**src/alarm_map.vh**
```
// Register offsets, field positions, alarm table values and timing for the alarm handler
`ifndef ALARM_MAP_VH
`define ALARM_MAP_VH

// Register word addresses on the tool port
`define ADDR_CTRL 8'h00
`define ADDR_ACTIVE 8'h01
`define ADDR_CMD 8'h02
`define ADDR_INT_STAT 8'h03
`define ADDR_INT_MASK 8'h04
`define ADDR_HIST_CNT 8'h05
`define ADDR_HIST_BASE 8'h10

// Field positions
`define CTRL_CODE_EN 0
`define CMD_RESET 0
`define CMD_HIST_CLR 1
`define CMD_ABS_ARM 2
`define INT_RAISED 0
`define INT_WARN 1
`define INT_CLEARED 2
`define ACTIVE_FLAG 8

// Reset values
`define CTRL_RST 8'h00
`define INT_MASK_RST 3'h0

// Alarm sources and history
`define NUM_CAUSE 12
`define CAUSE_ABS 4'hb
`define HIST_DEPTH 10
`define NUM_WARN 4

// Alarm codes
`define CODE_OVERHEAT 8'h21
`define CODE_MOTOR_HOT 8'h26
`define CODE_OVERLOAD 8'h30
`define CODE_OVERSPEED 8'h31
`define CODE_PULSE_ERR 8'h34
`define CODE_REGEN_HOT 8'h51
`define CODE_OVERVOLT 8'h22
`define CODE_MAIN_PWR 8'h23
`define CODE_UNDERVOLT 8'h25
`define CODE_DEVIATION 8'h10
`define CODE_OVERCURR 8'h20
`define CODE_ABS_LOSS 8'h60

// Blink counts per group
`define BLINK_G2 3'h2
`define BLINK_G3 3'h3
`define BLINK_G4 3'h4
`define BLINK_G5 3'h5
`define BLINK_ABS 3'h7

// Blink timing
`define CLK_KHZ 25000
`define BLINK_ON_MS 200
`define BLINK_OFF_MS 200
`define BLINK_GAP_MS 1200

`endif

```
**src/servo_alarm_handler.v**
```verilog
// Servo driver alarm latch, code output remap, LED blink, history and clear logic
`timescale 1ns/100ps
`include "alarm_map.vh"
module servo_alarm_handler #(
  parameter [25:0] BLINK_ON_CYC = `BLINK_ON_MS * `CLK_KHZ,
  parameter [25:0] BLINK_OFF_CYC = `BLINK_OFF_MS * `CLK_KHZ,
  parameter [25:0] BLINK_GAP_CYC = `BLINK_GAP_MS * `CLK_KHZ,
  parameter [11:0] CUT_CURRENT_MASK = 12'hfff
) (
  input wire mclk,
  input wire srst,
  input wire [11:0] fault_in,
  input wire [3:0] warn_in,
  input wire position_mode,
  input wire position_request_in,
  input wire shared_clear_input,
  input wire ready_in,
  input wire limit_reached_in,
  input wire index_near_zero_in,
  input wire [2:0] position_data_in,
  input wire [7:0] addr,
  input wire [15:0] wdata,
  input wire wr_en,
  input wire rd_en,
  output reg [15:0] rdata,
  output reg alarm_status_out,
  output reg motor_stop,
  output reg motor_current_off,
  output reg brake_engage,
  output wire alarm_led,
  output reg ready_out,
  output reg limit_reached_out,
  output reg index_near_zero_out,
  output reg position_clock_in,
  output reg warning_out,
  output reg irq
);

// Per-cause entry: {resettable, blinks[2:0], code bits[2:0], code[7:0]}
function [14:0] cause_info;
  input [3:0] idx;
  begin
    case (idx)
      4'h0: cause_info = {1'b1, `BLINK_G2, 3'b010, `CODE_OVERHEAT};
      4'h1: cause_info = {1'b0, `BLINK_G2, 3'b010, `CODE_MOTOR_HOT};
      4'h2: cause_info = {1'b1, `BLINK_G2, 3'b010, `CODE_OVERLOAD};
      4'h3: cause_info = {1'b1, `BLINK_G2, 3'b010, `CODE_OVERSPEED};
      4'h4: cause_info = {1'b1, `BLINK_G2, 3'b010, `CODE_PULSE_ERR};
      4'h5: cause_info = {1'b0, `BLINK_G3, 3'b011, `CODE_REGEN_HOT};
      4'h6: cause_info = {1'b0, `BLINK_G3, 3'b011, `CODE_OVERVOLT};
      4'h7: cause_info = {1'b1, `BLINK_G3, 3'b011, `CODE_MAIN_PWR};
      4'h8: cause_info = {1'b1, `BLINK_G3, 3'b011, `CODE_UNDERVOLT};
      4'h9: cause_info = {1'b1, `BLINK_G4, 3'b100, `CODE_DEVIATION};
      4'ha: cause_info = {1'b0, `BLINK_G5, 3'b101, `CODE_OVERCURR};
      4'hb: cause_info = {1'b1, `BLINK_ABS, 3'b111, `CODE_ABS_LOSS};
      default: cause_info = 15'h0;
    endcase
  end
endfunction

wire pos_req_s;
wire clear_s;

sync2 #(.WIDTH(2)) u_pin_sync (
  .mclk(mclk),
  .srst(srst),
  .d({position_request_in, shared_clear_input}),
  .q({pos_req_s, clear_s})
);

reg active_reg;
reg [3:0] cause_reg;
reg [7:0] ctrl_reg;
reg abs_arm_reg;
reg clear_prev_reg;
reg [2:0] int_stat_reg;
reg [2:0] int_mask_reg;
reg [3:0] warn_prev_reg;
reg [7:0] hist_mem [0:`HIST_DEPTH-1];
reg [3:0] hist_cnt_reg;
reg [3:0] new_cause;
reg any_fault;
reg [15:0] rdata_next;
integer i;

wire [14:0] info = cause_info(cause_reg);
wire [14:0] new_info = cause_info(new_cause);
wire pos_out_active = position_mode & pos_req_s;
wire cmd_wr = wr_en && (addr == `ADDR_CMD);
wire tool_reset = cmd_wr & wdata[`CMD_RESET];
// Falling edge only; the rising edge is deliberately ignored
wire pin_reset = clear_prev_reg & ~clear_s & ~pos_out_active;
wire any_reset = pin_reset | tool_reset;
wire is_abs = (cause_reg == `CAUSE_ABS);
// Non-resettable causes only leave through srst, never through a pin or tool reset
wire clear_now = active_reg & info[14] & any_reset & (~is_abs | abs_arm_reg);
wire raise_now = ~active_reg & any_fault;
wire warn_rise = |(warn_in & ~warn_prev_reg);
wire [2:0] int_event = {clear_now, warn_rise, raise_now};

// Lowest index wins when several causes appear together
always @*
begin
  new_cause = 4'h0;
  any_fault = 1'b0;
  for (i = `NUM_CAUSE - 1; i >= 0; i = i - 1)
  begin
    if (fault_in[i])
    begin
      new_cause = i[3:0];
      any_fault = 1'b1;
    end
  end
end

always @(posedge mclk)
begin
  if (srst)
  begin
    active_reg <= 1'b0;
    cause_reg <= 4'h0;
    abs_arm_reg <= 1'b0;
    hist_cnt_reg <= 4'h0;
  end
  else
  begin
    // Latched: the fault input going away does not release it
    if (raise_now)
    begin
      active_reg <= 1'b1;
      cause_reg <= new_cause;
    end
    else if (clear_now)
      active_reg <= 1'b0;
    if (cmd_wr && wdata[`CMD_ABS_ARM])
      abs_arm_reg <= 1'b1;
    else if (clear_now)
      abs_arm_reg <= 1'b0;
    if (cmd_wr && wdata[`CMD_HIST_CLR])
      hist_cnt_reg <= 4'h0;
    else if (raise_now && hist_cnt_reg != `HIST_DEPTH)
      hist_cnt_reg <= hist_cnt_reg + 4'h1;
  end
end

// Newest at index 0; oldest drops off the end
always @(posedge mclk)
begin
  if (raise_now)
  begin
    hist_mem[0] <= new_info[7:0];
    for (i = 1; i < `HIST_DEPTH; i = i + 1)
      hist_mem[i] <= hist_mem[i-1];
  end
end

always @(posedge mclk)
begin
  if (srst)
  begin
    alarm_status_out <= 1'b0;
    motor_stop <= 1'b1;
    motor_current_off <= 1'b0;
    brake_engage <= 1'b0;
    ready_out <= 1'b0;
    limit_reached_out <= 1'b0;
    index_near_zero_out <= 1'b0;
    position_clock_in <= 1'b0;
    warning_out <= 1'b0;
    clear_prev_reg <= 1'b0;
    warn_prev_reg <= 4'h0;
  end
  else
  begin
    clear_prev_reg <= clear_s;
    warn_prev_reg <= warn_in;
    alarm_status_out <= ~active_reg;
    motor_stop <= active_reg;
    motor_current_off <= active_reg & CUT_CURRENT_MASK[cause_reg];
    brake_engage <= active_reg & CUT_CURRENT_MASK[cause_reg];
    warning_out <= |warn_in;
    position_clock_in <= pos_out_active & clear_s;
    if (pos_out_active)
    begin
      ready_out <= position_data_in[0];
      limit_reached_out <= position_data_in[1];
      index_near_zero_out <= position_data_in[2];
    end
    else if (ctrl_reg[`CTRL_CODE_EN])
    begin
      ready_out <= active_reg & info[8];
      limit_reached_out <= active_reg & info[9];
      index_near_zero_out <= active_reg & info[10];
    end
    else
    begin
      ready_out <= ready_in & ~active_reg;
      limit_reached_out <= limit_reached_in;
      index_near_zero_out <= index_near_zero_in;
    end
  end
end

led_blinker #(
  .ON_CYC(BLINK_ON_CYC),
  .OFF_CYC(BLINK_OFF_CYC),
  .GAP_CYC(BLINK_GAP_CYC)
) u_blinker (
  .mclk(mclk),
  .srst(srst),
  .enable(active_reg),
  .count(info[13:11]),
  .led(alarm_led)
);

// Tool register port; status bits set wins over a write-one clear
always @(posedge mclk)
begin
  if (srst)
  begin
    ctrl_reg <= `CTRL_RST;
    int_mask_reg <= `INT_MASK_RST;
    int_stat_reg <= 3'h0;
    irq <= 1'b0;
  end
  else
  begin
    if (wr_en && addr == `ADDR_CTRL)
      ctrl_reg <= wdata[7:0];
    if (wr_en && addr == `ADDR_INT_MASK)
      int_mask_reg <= wdata[2:0];
    if (wr_en && addr == `ADDR_INT_STAT)
      int_stat_reg <= (int_stat_reg & ~wdata[2:0]) | int_event;
    else
      int_stat_reg <= int_stat_reg | int_event;
    irq <= |(int_stat_reg & int_mask_reg);
  end
end

always @*
begin
  rdata_next = 16'h0;
  if (addr == `ADDR_CTRL)
    rdata_next = {8'h0, ctrl_reg};
  else if (addr == `ADDR_ACTIVE)
    rdata_next = {7'h0, active_reg, (active_reg ? info[7:0] : 8'h0)};
  else if (addr == `ADDR_INT_STAT)
    rdata_next = {13'h0, int_stat_reg};
  else if (addr == `ADDR_INT_MASK)
    rdata_next = {13'h0, int_mask_reg};
  else if (addr == `ADDR_HIST_CNT)
    rdata_next = {12'h0, hist_cnt_reg};
  else if (addr >= `ADDR_HIST_BASE && addr < `ADDR_HIST_BASE + `HIST_DEPTH)
  begin
    if (addr - `ADDR_HIST_BASE < {4'h0, hist_cnt_reg})
      rdata_next = {8'h0, hist_mem[addr[3:0]]};
  end
end

always @(posedge mclk)
begin
  if (srst)
    rdata <= 16'h0;
  else if (rd_en)
    rdata <= rdata_next;
  else
    rdata <= 16'h0;
end

endmodule

```
**src/sync2.v**
```verilog
// Two-flop synchroniser for asynchronous pin inputs
`timescale 1ns/100ps
module sync2 #(
  parameter WIDTH = 1
) (
  input wire mclk,
  input wire srst,
  input wire [WIDTH-1:0] d,
  output reg [WIDTH-1:0] q
);

reg [WIDTH-1:0] meta_reg;

always @(posedge mclk)
begin
  if (srst)
  begin
    meta_reg <= {WIDTH{1'b0}};
    q <= {WIDTH{1'b0}};
  end
  else
  begin
    meta_reg <= d;
    q <= meta_reg;
  end
end

endmodule

```
**src/led_blinker.v**
```verilog
// Fault LED blinker: groups of N flashes separated by a long pause
`timescale 1ns/100ps
module led_blinker #(
  parameter [25:0] ON_CYC = 26'd5000000,
  parameter [25:0] OFF_CYC = 26'd5000000,
  parameter [25:0] GAP_CYC = 26'd30000000
) (
  input wire mclk,
  input wire srst,
  input wire enable,
  input wire [2:0] count,
  output reg led
);

localparam [1:0] ST_IDLE = 2'd0;
localparam [1:0] ST_ON = 2'd1;
localparam [1:0] ST_OFF = 2'd2;
localparam [1:0] ST_GAP = 2'd3;

reg [1:0] state_reg;
reg [25:0] timer_reg;
reg [2:0] flash_reg;

always @(posedge mclk)
begin
  if (srst || !enable)
  begin
    state_reg <= ST_IDLE;
    timer_reg <= 26'h0;
    flash_reg <= 3'h0;
    led <= 1'b0;
  end
  else
  begin
    timer_reg <= timer_reg + 26'h1;
    case (state_reg)
      ST_IDLE:
      begin
        state_reg <= ST_ON;
        timer_reg <= 26'h0;
        flash_reg <= 3'h1;
        led <= 1'b1;
      end
      ST_ON:
        if (timer_reg == ON_CYC - 26'h1)
        begin
          led <= 1'b0;
          timer_reg <= 26'h0;
          state_reg <= (flash_reg == count) ? ST_GAP : ST_OFF;
        end
      ST_OFF:
        if (timer_reg == OFF_CYC - 26'h1)
        begin
          led <= 1'b1;
          timer_reg <= 26'h0;
          flash_reg <= flash_reg + 3'h1;
          state_reg <= ST_ON;
        end
      ST_GAP:
        if (timer_reg == GAP_CYC - 26'h1)
          state_reg <= ST_IDLE;
      default:
        state_reg <= ST_IDLE;
    endcase
  end
end

endmodule

```
**config.mk**
```make
export PLATFORM = sky130hd
export DESIGN_NAME = servo_alarm_handler
export DESIGN_NICKNAME = d
export VERILOG_FILES = /design/src/servo_alarm_handler.v /design/src/sync2.v /design/src/led_blinker.v
export VERILOG_INCLUDE_DIRS = /design/src
export SDC_FILE = /design/constraint.sdc
export NUM_CORES = 1
export LEC_CHECK = 0
export BUFFER_PORTS_ARGS = -buffer_cell sky130_fd_sc_hd__buf_4
export CAP_MARGIN = 0
export CORE_UTILIZATION = 51
export CTS_BUF_LIST = sky130_fd_sc_hd__clkbuf_8 sky130_fd_sc_hd__clkbuf_16
export DETAILED_ROUTE_END_ITERATION = 16
export PLACE_DENSITY = 0.72
export SLEW_MARGIN = 20
export SYNTH_ARGS = -nofsm -noshare
export SYNTH_HDL_FRONTEND = slang
export SYNTH_SLANG_ARGS = --single-unit
```
**constraint.sdc**
```tcl
create_clock -name mclk -period 7.1 [get_ports mclk]
set_clock_uncertainty 0.15 [all_clocks]
set_input_delay 1.42 -clock mclk [delete_from_list [all_inputs] [get_ports mclk]]
set_output_delay 1.42 -clock mclk [all_outputs]
set_load 0.005 [all_outputs]
```
=== Yosys cells after proc, flatten, opt, wreduce, memory -nomap -nowiden ===
Memories as Yosys holds them, arrays and structs flattened. A register that Yosys moved wholly into a read port is not among the register bits.
Index checks and enable logic that the tools add are counted.

* Memories kept: 4
* Flip-flop bits (word level): 90
* ROM bits: 432
* RAM bits: 80
* Logic and storage cells: 172

* Bitwise gates (word level): 29
* Equal/unequal tests: 16
* $lt $le $gt $ge: 4
* $add $sub $neg: 4
* Mux-type cells: 61
* Reduce and logical (&&, ||, !) cells: 27

{| class="wikitable"
|+ Memories
! name !! words !! bits a word !! rd ports !! clocked after memory_dff !! wr ports !! line !! source
|-
| (no name shown) || 16 || 13 || 1 || 0 || 0 || servo_alarm_handler.v:43 || <nowiki>case (idx)</nowiki>
|-
| (no name shown) || 16 || 13 || 1 || 1 || 0 || servo_alarm_handler.v:43 ||
|-
| hist_mem || 10 || 8 || 10 || 0 || 10 || servo_alarm_handler.v:79 || <nowiki>reg [7:0] hist_mem [0:`HIST_DEPTH-1];</nowiki>
|-
| (no name shown) || 16 || 1 || 1 || 1 || 0 || servo_alarm_handler.v:180 || <nowiki>brake_engage <= active_reg & CUT_CURRENT_MASK[cause_reg];</nowiki>
|}

{| class="wikitable"
|+ Operators with widths
! cell !! number
|-
| 2-to-1 mux 4 bit || 16
|-
| 2-to-1 mux 8 bit || 7
|-
| case mux 26 bit (2 select lines) || 1
|-
| 2-to-1 mux 1 bit || 27
|-
| adder 26 x 1 -> 26 bit (second input constant) || 1
|-
| equality test 26 x 23 -> 1 bit (second input constant) || 1
|-
| equality test 26 x 25 -> 1 bit (second input constant) || 1
|-
| 2-to-1 mux 26 bit || 1
|-
| equality test 8 x 2 -> 1 bit (second input constant) || 2
|-
| equality test 8 x 3 -> 1 bit (second input constant) || 2
|-
| bitwise AND 1 bit || 14
|-
| 2-to-1 mux 9 bit || 1
|-
| equality test 8 x 1 -> 1 bit (second input constant) || 1
|-
| greater-or-equal comparator 8 x 5 -> 1 bit (second input constant) || 1
|-
| logical AND 1 bit || 8
|-
| zero test 8 bit || 1
|-
| < comparator 8 x 4 -> 1 bit || 1
|-
| < comparator 8 x 5 -> 1 bit (second input constant) || 1
|-
| case mux 2 bit (4 select lines) || 1
|-
| OR reduction 4 bit || 2
|-
| OR reduction 8 bit || 1
|-
| subtractor 8 x 5 -> 8 bit (second input constant) || 1
|-
| bitwise AND 3 bit || 2
|-
| 2-to-1 mux 2 bit || 3
|-
| 27 further kinds || 44
|}

=== Depth between registers and ports, before layout ===
* Depth after elaboration: 15
* Mapped depth: 10
* Depth with buffers taken out: 10

=== By module ===
Synthesis repeated with hierarchy kept, for this count alone.

* Cell total of the unflattened synthesis: 644
* Area, all modules: 6840.3 µm²

{| class="wikitable"
|+ Modules (own cells, without submodules)
! module !! area each (µm²) !! cells each !! sequential area each (µm²) !! times used
|-
| servo_alarm_handler || 5099.9 || 445 || 2942.8 || 1
|-
| led_blinker || 1635.3 || 191 || 640.6 || 1
|-
| sync2 || 105.1 || 8 || 80.1 || 1
|}

=== Least setup slack after synthesis ===
No wires, ideal clock.

* Kind: input -> register
* From: input port fault_in[3]
* To: register, netlist name info[0]
* Arrival time: 6801 ps
* Path slack: 13 ps
* Library setup time: 137 ps
* Stages on the path: 9
* Path through: nor4_2 a31oi_1 mux2i_1 nor2_1 inv_1 ha_1 nor2_1 a21oi_1 o22ai_1

* Word-level cells in the longest chain between the ends: 7

{| class="wikitable"
|+ RTL lines
! element !! line !! source
|-
| start, declared || servo_alarm_handler.v:12 || <nowiki>input wire [11:0] fault_in,</nowiki>
|-
| 2-to-1 mux 1 bit (4 in a row) || servo_alarm_handler.v:108 || <nowiki>if (fault_in[i])</nowiki>
|-
| bitwise AND 1 bit || servo_alarm_handler.v:97 || <nowiki>wire raise_now = ~active_reg & any_fault;</nowiki>
|-
| via raise_now || servo_alarm_handler.v:97 ||
|-
| 2-to-1 mux 4 bit (no source line) (2 in a row) || n/a ||
|}

The timed path passes the listed nets, and every way through them passes these cells.
A chain may end at the register's enable or synchronous reset.

=== Worst setup path after layout ===
* From: input port fault_in[10]
* To: register, netlist name info[0]

* Word-level cells in the longest chain between the ends: 14

{| class="wikitable"
|+ RTL lines
! element !! line
|-
| 2-to-1 mux 1 bit (11 in a row) || servo_alarm_handler.v:108
|-
| bitwise AND 1 bit || servo_alarm_handler.v:97
|-
| via raise_now || servo_alarm_handler.v:97
|-
| 2-to-1 mux 4 bit (no source line) (2 in a row) || n/a
|}

The timed path passes the listed nets, and every way through them passes these cells.

==> key figures <==
Status
  – Status: finished clean

Floorplan
  – Die Span X: 117 um
  – CORE AREA: 0.0128 sq mm
  – Ports: 80
  – Die Y-Extent: 117 um
  – FP Rows: 41
  – DIE AREA: 0.0137 sq mm
  – Initial core utilization: 53.0%

Pwr
  – Clk pwr share: 44.4%
  – PwrDens: 259 mW/mm^2
  – Int Pwr: 0.00161 W
  – Combinational Power Share: 7.1%
  – Switching Share: 21.9%
  – Max rail drop VDD: 0.152 mV
  – Net Switching: 0.000454 W
  – Leak: 3.01 nW
  – Seq pwr share: 48.5%

GRT
  – Vias in the first global route: 4,606
  – Initial antenna violation count: 0
  – Largest net degree at the start of global routing: 67
  – Global-route wire length before repair: 22,100 um
  – All-Layer GR Usage: 21.2%
  – Gr ovfl total: 0

Routing
  – Antenna viol nets, final: 0
  – Vias per cell: 5.52
  – Drt wl/cell: 15.2 um
  – Initial DRC count: 429
  – Post-route DRC: 0
  – Routed via count: 4,865
  – First-pass DRT Iterations: 6
  – Final WL: 13,400 um

STA
  – Min Hold Slack: 0.281 ns
  – Setup_tns: 0 ns
  – RSZ-0062 raised after global routing: false
  – Pins Over Slew Limit: 0
  – Hold Vio Cnt, Final: 0
  – Final period util: 57.2%
  – Measured slew at the worst slew-check pin: 0.919 ns
  – Final min period: 4.06 ns
  – Max Clk Rate: 0.246 GHz
  – Setup violations, final: 0
  – Slew headroom: 38.2%

Layout
  – Filler cells: 993
  – Antenna cells: 0
  – P&R area growth vs syn: 17.7%
  – # nets final: 769
  – Number of flip-flops in the largest register: 60
  – Share of cells above drive strength 1: 17.6%

Critical path
  – CP max stage delay: 0.79 ns
  – Slowest-stage cell, CP: nor4_1
  – Worst-path maximum fanout: 66
  – WP buf/inv: 3
  – Required time of the worst setup path: 7.23 ns
  – Setup CP Type: in2reg
  – Worst Setup Start Kind: input port
  – CP Cell Sequence: buf_4 > nor4_1 > a31oi_4 > buf_4 > mux2i_1 > nor2_1 > inv_1 > ha_1 > nor2_1 > a21oi_1 > o22ai_1
  – CP arrival: 4.19 ns
  – CP Capture Type: register
  – Cell family with the largest share of critical-path delay: simple AND/OR/NAND/NOR gates

Logic synthesis
  – Yosys reg bits: 153
  – Synthesized instance count: 639
  – Predominant post-synthesis flop cell: dfxtp_1
  – EDFF count, synth: 60
  – Post-Syn Area: 0.00677 sq mm
  – Synth Area per Inst: 10.6 sq um
  – Synth unique cells: 69
  – YS warnings: 0
  – Asr flop ratio synth: 0%
  – Sequential area share after synthesis: 54.1%

Clocking
  – Hold_buf cts: 0
  – Setup bufs post-CTS: 0
  – Root Buffer: clkbuf_16
  – CTS Buffer Depth: 2
  – Clock slew at reported path FFs: 0.06 ns
  – Post-CTS sizing: 0
  – Clk_lat worst skew: 0.42 ns
  – CTS H-tree depth: 4
  – Clk sinks: 153
  – CTS Buf Count: 17
  – TritonCTS clock tree: built

Job
  – Maxcap violations: 0

Placed design
  – Input/output buffers: 64
  – RePlAce Congestion: 0.854
  – HPWL after DPL: 9310 um

Hold path
  – Worst hold-check path type: reg2reg
==> power by group through the flow <==
stage               Clock, W  Combinational [W]  Sequential, W
detailed placement         0           0.000147        0.00102
CTS                 0.000937           0.000148        0.00100
finish              0.000918           0.000148        0.00100
global placement           0           0.000141        0.00102
floorplan                  0           0.000103        0.00101
global route        0.000975           0.000165        0.00101
==> stage by stage <==
stage                     std cells  instance area, sq um  util [%]  setup WS, ns  power [W]
after CTS                       881                  7970      62.4          3.06    0.00209
after detailed placement        849                  7350      57.6          2.62    0.00117
final                           881                  7970      62.4          3.04    0.00207
after global placement          849                  7350      57.6          2.79    0.00116
after global routing            881                  7970      62.4          2.68    0.00215
after floorplan                 645                  6800         -        0.0125    0.00111
==> layout by cell type, fill, tap and decap left out, drive strengths merged, types with 10 or more instances in the layout <==
cell	Yosys	layout
dfxtp	93	93
nor2	79	79
buf	18	66
edfxtp	60	60
nand2	43	43
inv	36	40
a21oi	38	38
clkbuf	16	23
nand3	21	21
ha	20	20
o21ai	20	20
xnor2	17	17
xor2	16	16
a211oi	12	12
nor2b	12	12
mux2i	11	11
mux4	10	10
and3	10	10
==> synth_stat cells, types with 10 or more instances <==
| library cell | number | area (sq um) |
|---|---|---|
| mux4_2 | 10 | 225 |
| a211oi_1 | 12 | 90.1 |
| dfxtp_1 | 93 | 1860 |
| ha_1 | 20 | 250 |
| edfxtp_1 | 60 | 1800 |
| nand3_1 | 21 | 105 |
| nor2_1 | 79 | 297 |
| xnor2_1 | 17 | 149 |
| a21oi_1 | 37 | 185 |
| mux2i_1 | 11 | 110 |
| nor2b_1 | 12 | 75.1 |
| o21ai_0 | 19 | 95.1 |
| clkbuf_1 | 16 | 60.1 |
| inv_1 | 36 | 135 |
| nand2_1 | 42 | 158 |
| xor2_1 | 16 | 140 |
| buf_4 | 10 | 75.1 |
==> worst reg2reg max path, cell delays in order, from the launching register on <==
cell     delay [ns]
dfxtp_1        0.50
a31oi_4        0.24
buf_4          0.68
mux2i_1        0.32
nor2_1         0.26
inv_1          0.13
ha_1           0.34
nor2_1         0.06
a21oi_1        0.12
o22ai_1        0.11
==> routing by layer <==
layer | up-vias | share of wire, % | GRT usage [%]
li1 | 2385 | - | -
met4 | 0 | 2.6 | 9.79
met5 | - | 0 | 0
met3 | 34 | 5.7 | 5.61
met1 | 2295 | 44 | 27.6
met2 | 151 | 47 | 33.2
==> path summary, 6_finish.rpt <==
| check | startpoint | end | slack, ns | cells past startpoint |
|---|---|---|---|---|
| max reg2reg | active_reg$_SDFFE_PP0P_ | info[0]$_DFF_P_ | 4.08 | 9 |
| min | u_pin_sync.meta_reg[1]$_SDFF_PP0_ | u_pin_sync.q[1]$_SDFF_PP0_ | 0.28 | 1 |
| max | fault_in[10] | info[0]$_DFF_P_ | 3.04 | 11 |
| min reg2reg | u_pin_sync.meta_reg[1]$_SDFF_PP0_ | u_pin_sync.q[1]$_SDFF_PP0_ | 0.28 | 1 |
==> logic make-up (layout without fill, tap and decap cells) <==
group	count (synthesis)	count (layout)	share of synthesized area, %
AOI/OAI and AO/OA	115	115	11.1
other	1	7	0.0554
and+or+nand+nor	222	222	16.7
muxes	25	25	5.62
xor gates and xnor gates	33	33	4.27
adders and majority gates	20	20	3.69
buffers and inverters	70	134	4.51
DFF	153	153	54.1
==> area by class of cell <==
cell class,count,area (sq um),share of cell area [%]
clock buffers,23,542,6.79
multi-input cells,422,2840,35.7
clock inverters,9,80.1,1.00
well taps,172,215,2.70
repair buffers,66,495,6.21
flip-flops and latches,153,3660,45.9
inverters,36,135,1.69
Note: power is estimated with default switching activity, not from simulation.
